`src/include/fault_ctrl_defs.vh`:
```
/*
  register offsets, field positions, reset values and command codes of the
  cable driver control register bank. assumes nothing of its surroundings.
*/
`ifndef FAULT_CTRL_DEFS_VH
`define FAULT_CTRL_DEFS_VH

// ------------------------------------------------------------
// register offsets
// ------------------------------------------------------------
`define OFS_POLARITY 8'h03
`define OFS_HD_AMP 8'h04
`define OFS_LOSS_CTRL 8'h05
`define OFS_RESERVED_A_A 8'h06
`define OFS_RESERVED_A_B 8'h07
`define OFS_CMP_CMD 8'h08
`define OFS_POS_COUNT 8'h0A
`define OFS_NEG_COUNT 8'h0B

// ------------------------------------------------------------
// reset values
// ------------------------------------------------------------
`define RST_POLARITY 8'hC0
`define RST_HD_AMP 8'h90
`define RST_LOSS_CTRL 8'h02
`define RST_CMP_CMD 8'h00
`define RST_THRESHOLD 4'h9
`define RST_DRIVE_LEVEL 5'h10

// ------------------------------------------------------------
// field positions
// ------------------------------------------------------------
`define BIT_HD_LSB 7
`define BIT_SD_LSB 6
`define BIT_NEG_POL 2
`define BIT_POS_POL 1
`define BIT_DET_POL 0
`define BIT_FORCE_ABSENT 6
`define BIT_FORCE_PRESENT 5
`define BIT_POWER_LINK 4
`define BIT_MUTE_SEL 3
`define FLD_HD_UPPER 7:5
`define FLD_DRIVE_LEVEL 4:0
`define FLD_SD_UPPER 2:0
`define FLD_CMD 7:5
`define MSK_POLARITY 8'hC7
`define MSK_LOSS_CTRL 8'h7F
`define MSK_CMP_CMD 8'hE0

// ------------------------------------------------------------
// compare commands and counter bounds
// ------------------------------------------------------------
`define CMD_CURRENT_MAX 3'b000
`define CMD_CAPTURE_POS 3'b001
`define CMD_CAPTURE_NEG 3'b010
`define CMD_RESET_MIN 3'b101
`define CNT_FLOOR 5'h00
`define CNT_CEIL 5'h1F

`endif

```
`src/core/peak_tracker.v`:
```
/*
  one termination-fault counter peak tracker: follows max or min of a 5-bit
  counter. assumes the counter input is already synchronous to clk_sys.
*/
`timescale 1ns/1ps
`include "fault_ctrl_defs.vh"

module peak_tracker #(
  parameter WIDTH = 5
) (
  input wire clk_sys,
  input wire rst,
  input wire reset_max,
  input wire reset_min,
  input wire track_min,
  input wire [WIDTH-1:0] count,
  output reg [WIDTH-1:0] peak_q
);

  always @(posedge clk_sys) begin
    if (rst) begin
      peak_q <= `CNT_FLOOR;
    end else if (reset_max) begin
      peak_q <= `CNT_FLOOR;
    end else if (reset_min) begin
      peak_q <= `CNT_CEIL;
    end else if (track_min ? (count < peak_q) : (count > peak_q)) begin
      peak_q <= count;
    end
  end

endmodule // peak_tracker

```
`src/core/cable_driver_fault_output_ctrl.v`:
```
/*
  control register bank of a serial video cable driver: thresholds, fault
  pin polarity, amplitude, signal-loss behaviour and peak compare commands.
  assumes an smbus engine elsewhere presents single-cycle register strobes
  on clk_sys, and that pin/analog status inputs may be asynchronous.
*/
`timescale 1ns/1ps
`include "fault_ctrl_defs.vh"

// Summary of operation
// hd rate threshold is output bits 7:5 over polarity bit 7, reset 1001
// sd rate threshold is control bits 2:0 over polarity bit 6, reset 0101
// negative fault polarity 0 flags on error 1, polarity 1 on error 0
// positive fault polarity 0 flags on error 1, polarity 1 on error 0
// detect polarity 0 flags on signal absent, 1 flags on signal present
// five-bit drive level code in output bits 4:0, reset 10000
// force-absent holds output muted or offset per mute select unless force-present is set
// force-present never mutes nor offsets the output
// overrides never change the reported signal-detect status bit
// power link ties output power down to enable, detect and power bit
// signal loss adds offset when mute select 0, mutes when 1
// command 000 resets compare to 00, shows current counts, tracks max
// command 001 shows positive counter peak, 010 negative counter peak
// command 101 resets compare to 1f and tracks minimum
// host never writes reserved compare command codes
// host writes zeros to all reserved fields
// signal-detect status reads 1 when valid input is present
// a masked condition never pulls the fault pin low
// counter readback returns current or captured peak per command
// fault pin low when any unmasked condition is active, else high
module cable_driver_fault_output_ctrl #(
  parameter CNT_W = 5
) (
  input wire clk_sys,
  input wire rst,
  input wire reg_wr,
  input wire reg_rd,
  input wire [7:0] reg_addr,
  input wire [7:0] reg_wdata,
  output reg [7:0] reg_rdata_q,
  output reg reg_hit_q,
  input wire sd_rate_select,
  input wire output_stage_off,
  input wire enable_pin,
  input wire mask_neg_term,
  input wire mask_pos_term,
  input wire mask_signal,
  input wire neg_term_error,
  input wire pos_term_error,
  input wire input_signal_present,
  input wire [CNT_W-1:0] pos_term_count,
  input wire [CNT_W-1:0] neg_term_count,
  output reg fault_n_q,
  output reg status_signal_q,
  output reg [3:0] term_threshold_q,
  output reg [4:0] drive_level_code_q,
  output reg cable_output_mute_q,
  output reg cable_output_offset_q,
  output reg cable_output_powered_down_q
);

  // ------------------------------------------------------------
  // input synchronisers
  // ------------------------------------------------------------
  reg [2:0] sync1_q;
  reg [2:0] sync2_q;
  reg [CNT_W-1:0] pos_cnt1_q;
  reg [CNT_W-1:0] pos_cnt2_q;
  reg [CNT_W-1:0] neg_cnt1_q;
  reg [CNT_W-1:0] neg_cnt2_q;
  reg [CNT_W-1:0] pos_cnt3_q;
  reg [CNT_W-1:0] neg_cnt3_q;
  reg [CNT_W-1:0] pos_cnt_q;
  reg [CNT_W-1:0] neg_cnt_q;
  reg [1:0] pin1_q;
  reg [1:0] pin2_q;

  // each stage pair settles single bits only; whole count words are filtered below
  always @(posedge clk_sys) begin
    if (rst) begin
      sync1_q <= 3'h0;
      sync2_q <= 3'h0;
      pos_cnt1_q <= {CNT_W{1'b0}};
      pos_cnt2_q <= {CNT_W{1'b0}};
      neg_cnt1_q <= {CNT_W{1'b0}};
      neg_cnt2_q <= {CNT_W{1'b0}};
    end else begin
      sync1_q <= {neg_term_error, pos_term_error, input_signal_present};
      sync2_q <= sync1_q;
      pos_cnt1_q <= pos_term_count;
      pos_cnt2_q <= pos_cnt1_q;
      neg_cnt1_q <= neg_term_count;
      neg_cnt2_q <= neg_cnt1_q;
    end
  end

  wire neg_err = sync2_q[2];
  wire pos_err = sync2_q[1];
  wire sig_present = sync2_q[0];

  // a count word is taken only when two samples in a row agree, so a word caught
  // between two values is never shown nor tracked; a count that moves on every
  // clock stays at its last steady value
  always @(posedge clk_sys) begin
    if (rst) begin
      pos_cnt3_q <= {CNT_W{1'b0}};
      neg_cnt3_q <= {CNT_W{1'b0}};
      pos_cnt_q <= {CNT_W{1'b0}};
      neg_cnt_q <= {CNT_W{1'b0}};
    end else begin
      pos_cnt3_q <= pos_cnt2_q;
      neg_cnt3_q <= neg_cnt2_q;
      if (pos_cnt2_q == pos_cnt3_q) begin
        pos_cnt_q <= pos_cnt2_q;
      end
      if (neg_cnt2_q == neg_cnt3_q) begin
        neg_cnt_q <= neg_cnt2_q;
      end
    end
  end

  // enable and rate select are pins; enable resets high so that reset is not
  // followed by a false power-down pulse
  always @(posedge clk_sys) begin
    if (rst) begin
      pin1_q <= 2'h2;
      pin2_q <= 2'h2;
    end else begin
      pin1_q <= {enable_pin, sd_rate_select};
      pin2_q <= pin1_q;
    end
  end

  wire enable_sync = pin2_q[1];
  wire sd_sync = pin2_q[0];

  // ------------------------------------------------------------
  // registers
  // ------------------------------------------------------------
  reg [7:0] polarity_q;
  reg [7:0] hd_amp_q;
  reg [7:0] loss_ctrl_q;
  reg [7:0] cmp_cmd_q;
  reg cmd_strobe_q;

  always @(posedge clk_sys) begin
    if (rst) begin
      polarity_q <= `RST_POLARITY;
      hd_amp_q <= `RST_HD_AMP;
      loss_ctrl_q <= `RST_LOSS_CTRL;
      cmp_cmd_q <= `RST_CMP_CMD;
      cmd_strobe_q <= 1'b0;
    end else begin
      cmd_strobe_q <= 1'b0;
      if (reg_wr) begin
        case (reg_addr)
          `OFS_POLARITY: begin
            polarity_q <= reg_wdata & `MSK_POLARITY;
          end
          // amplitude code
          `OFS_HD_AMP: begin
            hd_amp_q <= reg_wdata;
          end
          `OFS_LOSS_CTRL: begin
            loss_ctrl_q <= reg_wdata & `MSK_LOSS_CTRL;
          end
          // reserved codes are stored but cause no action
          `OFS_CMP_CMD: begin
            cmp_cmd_q <= reg_wdata & `MSK_CMP_CMD;
            cmd_strobe_q <= 1'b1;
          end
          default: begin
          end
        endcase
      end
    end
  end

  wire [2:0] cmd = cmp_cmd_q[`FLD_CMD];

  // ------------------------------------------------------------
  // peak compare
  // ------------------------------------------------------------
  reg track_min_q;
  wire pos_to_max;
  wire pos_to_min;
  wire [CNT_W-1:0] pos_peak;
  wire [CNT_W-1:0] neg_peak;

  // compare reset and peak direction
  assign pos_to_max = cmd_strobe_q && (cmd == `CMD_CURRENT_MAX);
  assign pos_to_min = cmd_strobe_q && (cmd == `CMD_RESET_MIN);

  always @(posedge clk_sys) begin
    if (rst) begin
      track_min_q <= 1'b0;
    end else if (pos_to_max) begin
      track_min_q <= 1'b0;
    end else if (pos_to_min) begin
      track_min_q <= 1'b1;
    end
  end

  peak_tracker #(
    .WIDTH(CNT_W)
  ) u_pos_peak (
    .clk_sys(clk_sys),
    .rst(rst),
    .reset_max(pos_to_max),
    .reset_min(pos_to_min),
    .track_min(track_min_q),
    .count(pos_cnt_q),
    .peak_q(pos_peak)
  );

  peak_tracker #(
    .WIDTH(CNT_W)
  ) u_neg_peak (
    .clk_sys(clk_sys),
    .rst(rst),
    .reset_max(pos_to_max),
    .reset_min(pos_to_min),
    .track_min(track_min_q),
    .count(neg_cnt_q),
    .peak_q(neg_peak)
  );

  // readback selects captured peak or current count
  wire [CNT_W-1:0] pos_show = (cmd == `CMD_CAPTURE_POS) ? pos_peak : pos_cnt_q;
  wire [CNT_W-1:0] neg_show = (cmd == `CMD_CAPTURE_NEG) ? neg_peak : neg_cnt_q;

  // ------------------------------------------------------------
  // register read
  // ------------------------------------------------------------
  reg [7:0] rdata_d;
  reg hit_d;

  always @* begin
    hit_d = 1'b1;
    case (reg_addr)
      `OFS_POLARITY: rdata_d = polarity_q;
      `OFS_HD_AMP: rdata_d = hd_amp_q;
      `OFS_LOSS_CTRL: rdata_d = loss_ctrl_q;
      `OFS_RESERVED_A_A: rdata_d = 8'h00;
      `OFS_RESERVED_A_B: rdata_d = 8'h00;
      `OFS_CMP_CMD: rdata_d = cmp_cmd_q;
      `OFS_POS_COUNT: rdata_d = {{(8-CNT_W){1'b0}}, pos_show};
      `OFS_NEG_COUNT: rdata_d = {{(8-CNT_W){1'b0}}, neg_show};
      default: begin
        rdata_d = 8'h00;
        hit_d = 1'b0;
      end
    endcase
  end

  always @(posedge clk_sys) begin
    if (rst) begin
      reg_rdata_q <= 8'h00;
      reg_hit_q <= 1'b0;
    end else if (reg_rd) begin
      reg_rdata_q <= rdata_d;
      reg_hit_q <= hit_d;
    end
  end

  // ------------------------------------------------------------
  // fault pin and output control
  // ------------------------------------------------------------
  // negative fault polarity
  wire neg_active = polarity_q[`BIT_NEG_POL] ? ~neg_err : neg_err;
  // positive fault polarity
  wire pos_active = polarity_q[`BIT_POS_POL] ? ~pos_err : pos_err;
  // detect polarity
  wire det_active = polarity_q[`BIT_DET_POL] ? sig_present : ~sig_present;

  // masked conditions are dropped before the or
  wire any_fault = (neg_active & ~mask_neg_term) | (pos_active & ~mask_pos_term) |
    (det_active & ~mask_signal);

  // overrides act only on the output path, force-present wins
  wire effective_loss = ~loss_ctrl_q[`BIT_FORCE_PRESENT] &
    (loss_ctrl_q[`BIT_FORCE_ABSENT] | ~sig_present);

  // power link
  wire power_down_d = ~enable_sync | output_stage_off |
    (loss_ctrl_q[`BIT_POWER_LINK] & ~sig_present);

  wire [3:0] threshold_d = sd_sync ?
    {loss_ctrl_q[`FLD_SD_UPPER], polarity_q[`BIT_SD_LSB]} :
    {hd_amp_q[`FLD_HD_UPPER], polarity_q[`BIT_HD_LSB]};

  always @(posedge clk_sys) begin
    if (rst) begin
      fault_n_q <= 1'b1;
      status_signal_q <= 1'b0;
      term_threshold_q <= `RST_THRESHOLD;
      drive_level_code_q <= `RST_DRIVE_LEVEL;
      cable_output_mute_q <= 1'b0;
      cable_output_offset_q <= 1'b0;
      cable_output_powered_down_q <= 1'b0;
    end else begin
      fault_n_q <= ~any_fault;
      // status shows the true detect level
      status_signal_q <= sig_present;
      // threshold by rate
      term_threshold_q <= threshold_d;
      drive_level_code_q <= hd_amp_q[`FLD_DRIVE_LEVEL];
      // mute or offset on loss
      cable_output_mute_q <= effective_loss & loss_ctrl_q[`BIT_MUTE_SEL];
      cable_output_offset_q <= effective_loss & ~loss_ctrl_q[`BIT_MUTE_SEL];
      cable_output_powered_down_q <= power_down_d;
    end
  end

endmodule // cable_driver_fault_output_ctrl

```
`config.mk`:
```
export PLATFORM = sky130hd
export DESIGN_NAME = cable_driver_fault_output_ctrl
export DESIGN_NICKNAME = d
export VERILOG_FILES = /design/src/core/peak_tracker.v /design/src/core/cable_driver_fault_output_ctrl.v
export VERILOG_INCLUDE_DIRS = /design/src /design/src/include
export SDC_FILE = /design/constraint.sdc
export NUM_CORES = 1
export LEC_CHECK = 0
export BUFFER_PORTS_ARGS = -buffer_cell sky130_fd_sc_hd__buf_2
export CELL_PAD_IN_SITES_DETAIL_PLACEMENT = 0
export CELL_PAD_IN_SITES_GLOBAL_PLACEMENT = 1
export CORE_MARGIN = 1
export CORE_UTILIZATION = 47
export DETAILED_ROUTE_END_ITERATION = 6
export PLACE_DENSITY = 0.87
export SLEW_MARGIN = 20
export SYNTH_ARGS = -nofsm -noshare
export SYNTH_HDL_FRONTEND = slang
export SYNTH_SLANG_ARGS = --single-unit
```
`constraint.sdc`:
```
create_clock -name clk_sys -period 5.85 [get_ports clk_sys]
set_input_delay 1.755 -clock clk_sys [delete_from_list [all_inputs] [get_ports clk_sys]]
set_output_delay 1.755 -clock clk_sys [all_outputs]
set_load 0.01 [all_outputs]
```
== Yosys cells after proc, flatten, opt, wreduce, memory -nomap -nowiden ==
Cells that the tools add are included.
Word-level totals
  register bits: 108
  input bits: 39
  word-level logic and storage cells: 96
Operators by class
  order comparisons: 4
  equal/unequal tests: 13
  mux-type cells: 15
  bitwise logic cells: 23
  reduce and logical (&&, ||, !) cells: 12
Operators with widths (number)
  $pmux W8 S6: 1
  $eq A8 B3 Y1 const B: 4
  $mux W5: 6
  $eq A8 B4 Y1 const B: 3
  $not A1 Y1: 11
  $eq A5 B5 Y1: 2
  $gt A5 B5 Y1: 2
  $lt A5 B5 Y1: 2
  $eq A8 B2 Y1 const B: 1
  $reduce_and A2 Y1: 4
  $reduce_or A8 Y1: 1
  $and A1 B1 Y1: 7
  $mux W1: 7
  $or A1 B1 Y1: 5
  $mux W4: 1
  $reduce_bool A2 Y1: 2
  $reduce_or A2 Y1: 2
  $eq A3 B1 Y1 const B: 1
  $eq A3 B2 Y1 const B: 1
  $eq A3 B3 Y1 const B: 1
  $logic_not A3 Y1: 1
  $logic_and A1 B1 Y1: 2

== Longest topological paths before layout ==
Gate-level depths: netlist of the first run.
  word-level depth: 6
  depth in mapped cells: 8

== Cells and area by module ==
A second synthesis of the first run with hierarchy kept.
Unflattened totals
  cells, all modules: 468
  area, all modules: 4593.2 um^2
Modules (own cells, without submodules)
  cable_driver_fault_output_ctrl: instances 1, cells each 374, area an instance 3792.4 um^2, sequential area each 1961.9 um^2
  peak_tracker: instances 2, cells each 47, area an instance 400.4 um^2, sequential area each 100.1 um^2

== Worst setup path before layout of the first run ==
Ideal clock, no wire load.
  kind: input to register
  start point: in reg_addr[1]
  end point: reg polarity_q[6]
  library setup time: 120 ps
  arrival time: 3002 ps
  data required time: 5730 ps
  path slack: 2728 ps
  stages on the path: 4
  path buffers: 1
  path through: buf_2 > nor4bb_1 > nand3_2 > a211o_1
Between the ends
  word-level cells in the longest chain between the ends: 2
Ends and longest elaborated chain
  start: declaration: line cable_driver_fault_output_ctrl.v:38  | input wire [7:0] reg_addr,
  $eq A8 B2 Y1: line cable_driver_fault_output_ctrl.v:156  | case (reg_addr)
  $reduce_and A2 Y1 (no source line)
  end signal: assignment: line cable_driver_fault_output_ctrl.v:148  | polarity_q <= `RST_POLARITY;
  end signal: assignment: line cable_driver_fault_output_ctrl.v:158  | polarity_q <= reg_wdata & `MSK_POLARITY;
  end: declaration: line cable_driver_fault_output_ctrl.v:140  | reg [7:0] polarity_q;
Every way passes these cells.
A chain may end at the register's enable or synchronous reset.

== Worst setup path in the final report of the first run ==
  start point: in reg_addr[0]
  end point: reg polarity_q[6]
The elaborated chain is that of the path after synthesis.

==> key figures, run 1 <==
Run status
  – Status: completed

Synthesis
  – Net Count, Synth: about 500
  – Top post-synthesis cells by area: dfxtp_1 (49%), mux2i_1 (8.2%), nor2b_1 (7.7%)
  – Ys Warns: 0
  – Synth Cell Area: 4390 µm²
  – Share of flip-flops with an asynchronous set or reset: 0%
  – Post-synth EDFFs: 0
  – Number of synthesized register bits: around 110
  – Library cells used by synthesis: 48
  – Primary FF master, synth: dfxtp_1
  – Cell taking the most area after synthesis: dfxtp_1
  – Synth top area share: between 40% and 50%
  – Seq/Total Area, Yosys: about 49%
  – Mapped Cells: around 450
  – Syn avg cell area: 9.70 µm²

Die
  – Core area: between 8000 and 9000 µm²
  – Initial Utilization: between 40% and 50%
  – Die area: approximately 10000 µm²
  – Chip height: just under 100 µm
  – Width of the die: 98.6 µm
  – I/O pins: between 60 and 70
  – Row count: 34

Worst setup path
  – Worst Setup Start Kind: primary input
  – R2R Path Start: u_neg_peak.peak_q[3]
  – Critical Path AT: around 3.6 ns
  – Crit path to: polarity_q[6]
  – Worst path bufs/invs: 1
  – Register-to-register setup slack: 3.55 ns
  – CP Depth: 4
  – CP max-delay cell: nor4bb_1
  – WP data required: 6.11 ns
  – CP max stage delay: approximately 0.75 ns
  – Crit path capture type: register
  – Delay-heaviest family, CP: simple AND/OR/NAND/NOR gates
  – R2R Path End: u_neg_peak.peak_q[2]
  – Worst-path maximum fanout: 22
  – Critical Path Source: reg_addr[0]
  – Setup CP Type: in -> reg
  – Cell depth of the worst flop-to-flop path: 7
  – Crit-path cells: buf_2 -> nor4bb_1 -> nand3_2 -> a211o_1

Timing
  – Setup TNS after final layout: 0 ns
  – Max frequency: 303 MHz
  – Fin. Hold Viols: 0
  – Slew Viols, Final: 0
  – Share of the clock period used by the worst path: a little under three fifths
  – Worst-margin pin slew: about 0.93 ns
  – Final number of setup-violating endpoints: 0
  – Slew Limit Headroom: between 30% and 40%
  – Unrepaired setup endpoints after global routing: no
  – Max Clock Skew: 0.00767 ns
  – Final Critical Period: 3.30 ns

Detailed routing
  – Drt wl/cell: approximately 14 µm
  – Pre-antenna DRT Iters: 4
  – Vias per inst: roughly 5.3
  – Routed Antenna Nets: 0
  – Final WL: 8630 µm
  – Via count: around 3300
  – DRC Markers: 0
  – Detailed Route Iter0 Violations: 210

Clocking
  – CTS tree: yes
  – Sink Count: roughly 110
  – Hold buffer count at CTS: 0
  – Clock Tree Root: clkbuf_8
  – Post-CTS setup buffers: 0
  – TritonCTS buffer count: 9
  – Max Root-Sink Buffers: 2
  – Clock slew at reported path FFs: roughly 0.1 ns
  – Post-CTS sizing: 0
  – Worst skew pair latency: 0.36 ns
  – H-tree Lvls: 3

Finish
  – Total Nets Final: around 550
  – Largest registers: hd_amp_q (8), reg_rdata_q (8), loss_ctrl_q (7)
  – N_diodes: 0
  – Non-Filler Cell Area, Final: around 4900 µm²
  – Share of post-route cells with drive strength above 1: 18.3%
  – Non-Filler Instances: 615
  – Commonest non-fill, non-tap cell in the layout: dfxtp_1
  – Commonest non-fill, non-tap cells in the layout: dfxtp_1 (108), buf_2 (61), nor2_1 (60)
  – # fillers: between 700 and 800
  – Growth of design area from synthesis to finish: 12.5%

Place
  – RePlAce Congestion: roughly 0.85
  – HPWL Detailed: between 6000 and 7000 µm
  – I/O Buffers: between 60 and 70
  – Placed Cells: ~600
  – Post-Place Cell Area: ~4700 µm²

Global route
  – GRT Total Usage: 18.6%
  – First-pass GRT wire length: roughly 14000 µm
  – Initial antenna violation count: 0
  – Residual overflow from global routing: 0
  – Largest net degree at the start of global routing: 53
  – Vias in the first global route: around 3000

Worst hold path
  – Worst Hold Class: reg -> reg

Power
  – PwrDens: between 300 and 400 nW/µm²
  – Peak supply drop: 0.170 mV
  – Total power: ~1.5 mW
  – Leakage power: ~2.2 nW

Flow run
  – Max-Cap Viols: 0
==> per-stage QoR <==
stage               utilization (%)  setup WS (ns)  hold WS, ns
floorplan                         -           2.73        0.389
global placement               53.4           2.24        0.393
detailed placement             53.4           2.17        0.404
CTS                            55.5           2.55        0.433
global route                   55.5           2.37        0.449
finish                         55.5           2.55        0.427
==> worst min path at each step <==
stage	from	endpoint	cells after the start	slack (ns)
after floorplan	pin1_q[1]	pin2_q[1]	1	0.39
after global placement	pin1_q[1]	pin2_q[1]	1	0.39
after detailed placement	pin1_q[1]	pin2_q[1]	1	0.40
after CTS	pin1_q[1]	pin2_q[1]	1	0.43
after global routing	pin1_q[1]	pin2_q[1]	1	0.45
final	pin1_q[1]	pin2_q[1]	1	0.43
==> layer usage <==
metal,vias to the layer above,track usage (%),wire length (µm)
li1,1652,-,-
met1,1526,26.3,4220
met2,74,28.5,3870
met3,13,3.40,408
met4,0,6.54,124
met5,-,0,0
==> cells by family after synthesis <==
family,Yosys count,synth area share (%)
fa+ha+maj,10,2.85
xor+xnor,13,2.60
compound gates,66,10.9
flops,108,49.3
mux,38,8.73
buf+inv,41,3.62
simple gates,176,22.0
==> report_power, final <==
part           switching (mW)  internal [mW]  total [mW]
combinational           0.131          0.131       0.262
sequential             0.0242          0.772       0.796
clock                   0.259          0.164       0.423
==> cell usage after synthesis, types with 2 or more instances <==
master	count
nor3_1	2
nor3b_2	2
a211o_1	10
o311a_1	10
nor2_1	60
and2_4	2
nand3_1	18
a21oi_1	18
o31ai_1	2
dfxtp_1	108
o2bb2ai_1	2
or2_2	3
mux2_2	2
nand2b_1	2
xnor2_1	6
o21ai_0	5
buf_2	4
a211oi_1	6
clkbuf_1	16
buf_1	4
nor4bb_1	2
and3_1	3
nand2_1	13
or4b_1	2
a21boi_0	2
nand4_1	3
nor2b_1	54
xor2_1	7
mux2i_1	36
o22ai_1	3
inv_1	17
a311oi_1	3
ha_1	10
==> worst reg2reg max path, cell delays in order, from the launching register on <==
cell and delay [ns]:
dfxtp_1 0.37, inv_1 0.06, ha_1 0.30, a21oi_1 0.14, a21boi_0 0.12, or4b_1 0.65, and2_4 0.22, o311a_1 0.33
==> area by class of cell <==
| class | instances | area (µm²) | share of cell area (%) |
|---|---|---|---|
| Timing Repair Buffer | 63 | 320 | 6.49 |
| Clock inverter | 6 | 61.3 | 1.24 |
| Clock buffer | 10 | 128 | 2.59 |
| Tap cell | 108 | 135 | 2.74 |
| Multi-Input combinational cell | 303 | 2060 | 41.8 |
| Inverter | 17 | 63.8 | 1.29 |
| Sequential cell | 108 | 2160 | 43.8 |
No activity file was read; power rests on OpenSTA's default activity.
==> run 2: changes to the inputs <==
--- a/config.mk
+++ b/config.mk
@@ -10,9 +10,9 @@
 export CELL_PAD_IN_SITES_DETAIL_PLACEMENT = 0
 export CELL_PAD_IN_SITES_GLOBAL_PLACEMENT = 1
 export CORE_MARGIN = 1
-export CORE_UTILIZATION = 47
+export CORE_UTILIZATION = 39
 export DETAILED_ROUTE_END_ITERATION = 6
-export PLACE_DENSITY = 0.87
+export PLACE_DENSITY = 0.77
 export SLEW_MARGIN = 20
 export SYNTH_ARGS = -nofsm -noshare
 export SYNTH_HDL_FRONTEND = slang
==> constraint.sdc (replaced) <==
create_clock -name clk_sys -period 2.97 [get_ports clk_sys]
set_input_delay 0.891 -clock clk_sys [delete_from_list [all_inputs] [get_ports clk_sys]]
set_output_delay 0.891 -clock clk_sys [all_outputs]
set_load 0.01 [all_outputs]
==> run 2 against run 1 <==
  * Die area grew 20%
  * Count of clock-buffer cells in the layout grew 1
  * Critical endpoint is now u_neg_peak.peak_q[3]
  * Total power grew 110%
  * Clock power grew 130%
  * Largest cell class unchanged
==> key figures, run 2 (synthesis gave the netlist of run 1 again) <==
Run status
  – Status: completed

Timing
  – Max frequency: about 430 MHz
  – Slew Limit Headroom: 36.7% (-1.3 points)
  – Fin. Hold Viols: 0 (unchanged)
  – Setup TNS after final layout: 0 ns (unchanged)
  – Final number of setup-violating endpoints: 0 (unchanged)
  – Slew Viols, Final: 0 (unchanged)
  – Fin worst setup slack: 0.645 ns (-1.90 ns)
  – Final Critical Period: about 2.3 ns
  – WHS: 0.417 ns (-0.0103 ns)
  – Worst-margin pin slew: 0.950 ns (+0.0201 ns)
  – Unrepaired setup endpoints after global routing: no
  – Max Clock Skew: 0.00837 ns (+0.000704 ns)
  – Share of the clock period used by the worst path: 78.3%

Finish
  – # fillers: 1022 (+28%)
  – Final Util: 46.2% (-9.3 points)
  – Non-Filler Instances: 649 (+5.5%)
  – Non-Filler Cell Area, Final: 5030 µm² (+1.9%)
  – Largest registers: hd_amp_q (8), reg_rdata_q (8), loss_ctrl_q (7)
  – Commonest non-fill, non-tap cells in the layout: dfxtp_1 (108), buf_2 (61), nor2_1 (60)
  – Share of post-route cells with drive strength above 1: 18.5% (+0.12 points)
  – N_diodes: 0 (unchanged)
  – Total Nets Final: 553 (+0.36%)
  – Commonest non-fill, non-tap cell in the layout: dfxtp_1
  – Growth of design area from synthesis to finish: 14.7%

Die
  – Die area: 11700 µm² (+20%)
  – Core area: 10900 µm² (+22%)
  – Chip height: 108 µm (+9.6%)
  – Initial Utilization: 40.3% (-9.0 points)
  – Row count: 38 (+12%)
  – Width of the die: 108 µm (+9.6%)
  – I/O pins: 62 (unchanged)

Power
  – Clock Power Share: 31.6% (+3.1 points)
  – Sw Pwr: 0.788 mW (+91%)
  – Peak supply drop: 0.284 mV (+67%)
  – Sequential power share: 51.4% (-2.4 points)
  – Sw Share: 25.9% (-2.1 points)
  – Leakage power: 2.22 nW (+1.0%)
  – Total power: 3.05 mW (+110%)
  – Logic pwr share: 16.9% (-0.8 points)
  – P_int: 2.26 mW (+110%)
  – PwrDens: 606 nW/µm² (+100%)

Worst setup path
  – Register-to-register setup slack: 0.65 ns (-2.90 ns)
  – Delay-heaviest family, CP: simple AND/OR/NAND/NOR gates
  – Cell depth of the worst flop-to-flop path: 7 (unchanged)
  – Worst-path maximum fanout: 6 (-73%)
  – Worst Setup Start Kind: register
  – Crit-path cells: inv_1 -> ha_1 -> a21oi_1 -> a21boi_0 -> or4b_1 -> and2_4 -> o311a_1
  – Worst path bufs/invs: 1 (unchanged)
  – CP max stage delay: 0.66 ns (-0.09 ns)
  – Crit path to: u_neg_peak.peak_q[3]
  – WP data required: 3.23 ns (-2.88 ns)
  – R2R Path End: u_neg_peak.peak_q[3]
  – Critical Path AT: 2.58 ns (-0.98 ns)
  – Critical Path Source: u_neg_peak.peak_q[3]
  – Setup CP Type: reg -> reg
  – CP max-delay cell: or4b_1
  – Crit path capture type: register
  – R2R Path Start: u_neg_peak.peak_q[3]
  – CP Depth: 7 (+3)

Global route
  – Vias in the first global route: 2922 (-2.4%)
  – Largest net degree at the start of global routing: 97 (+83%)
  – Residual overflow from global routing: 0 (unchanged)
  – Initial antenna violation count: 0 (unchanged)
  – First-pass GRT wire length: 14600 µm (+1.1%)
  – GRT Total Usage: 16.2% (-2.4 points)

Clocking
  – CTS tree: yes
  – Post-CTS setup buffers: 0 (unchanged)
  – Clock slew at reported path FFs: 0.10 ns (about the same)
  – TritonCTS buffer count: 9 (unchanged)
  – Post-CTS sizing: 0 (unchanged)
  – Hold buffer count at CTS: 0 (unchanged)
  – Max Root-Sink Buffers: 2 (unchanged)
  – H-tree Lvls: 3 (unchanged)
  – Clock Tree Root: clkbuf_8
  – Worst skew pair latency: 0.37 ns (about the same)
  – Sink Count: 108 (unchanged)

Detailed routing
  – DRC Markers: 0 (unchanged)
  – Detailed Route Iter0 Violations: 161 (-23%)
  – Drt wl/cell: 13.8 µm (-1.3%)
  – Routed Antenna Nets: 0 (unchanged)
  – Vias per inst: 4.94 (-6.9%)
  – Final WL: 8980 µm (+4.1%)
  – Via count: 3208 (-1.7%)
  – Pre-antenna DRT Iters: 4 (unchanged)

Place
  – Dpl ws: 0.535 ns (-1.63 ns)
  – Post-Place Cell Area: 4810 µm² (+1.4%)
  – I/O Buffers: 61 (unchanged)
  – HPWL Detailed: 6360 µm (+4.5%)
  – Placed Cells: 633 (+5.7%)
  – RePlAce Congestion: 0.824 (-3.2%)

Worst hold path
  – Worst Hold Class: reg -> reg

Flow run
  – Max-Cap Viols: 0 (unchanged)
run 2: changes by cell type in the layout (fill, tap and decap cells not counted), sizes merged:
cell | before | now
bufinv | 0 | 2
buf | 63 | 65
clkinvlp | 1 | 2
clkbuf | 10 | 11
clkinv | 4 | 0
run 2: cell type report:
cell class	count	area [µm²]	share of cell area [%]
flip-flops and latches	108	2160	43.0
multi-input cells	303	2060	41.1
repair buffers	65	348	6.92
well taps	140	175	3.48
clock buffers	11	131	2.61
clock inverters	5	83.8	1.67
inverters	17	63.8	1.27
run 2: how the worst min path moves through the flow:
stage / slack [ns] / from / cells after the start / endpoint
6_report: 0.42 / pin1_q[1] / 1 / pin2_q[1]
5_1_grt: 0.44 / pin1_q[1] / 1 / pin2_q[1]
4_1_cts: 0.42 / pin1_q[1] / 1 / pin2_q[1]
3_5_place_dp: 0.40 / pin1_q[1] / 1 / pin2_q[1]
3_3_place_gp: 0.39 / pin1_q[1] / 1 / pin2_q[1]
2_1_floorplan: 0.39 / pin1_q[1] / 1 / pin2_q[1]
run 2: metal layers:
metal | share of wire (%) | track usage [%] | vias to the layer above
met5 | 0 | 0 | -
met4 | 1.7 | 7.63 | 0
met3 | 2.9 | 2.47 | 11
met2 | 45 | 23.7 | 43
met1 | 51 | 23.4 | 1498
li1 | - | - | 1656
run 2: power by group through the flow:
stage	registers [mW]	clock network (mW)	logic, mW
3_5_place_dp	1.60	0	0.517
2_1_floorplan	1.59	0	0.401
5_1_grt	1.58	1.05	0.587
4_1_cts	1.57	0.995	0.520
6_report	1.57	0.964	0.516
3_3_place_gp	1.60	0	0.501
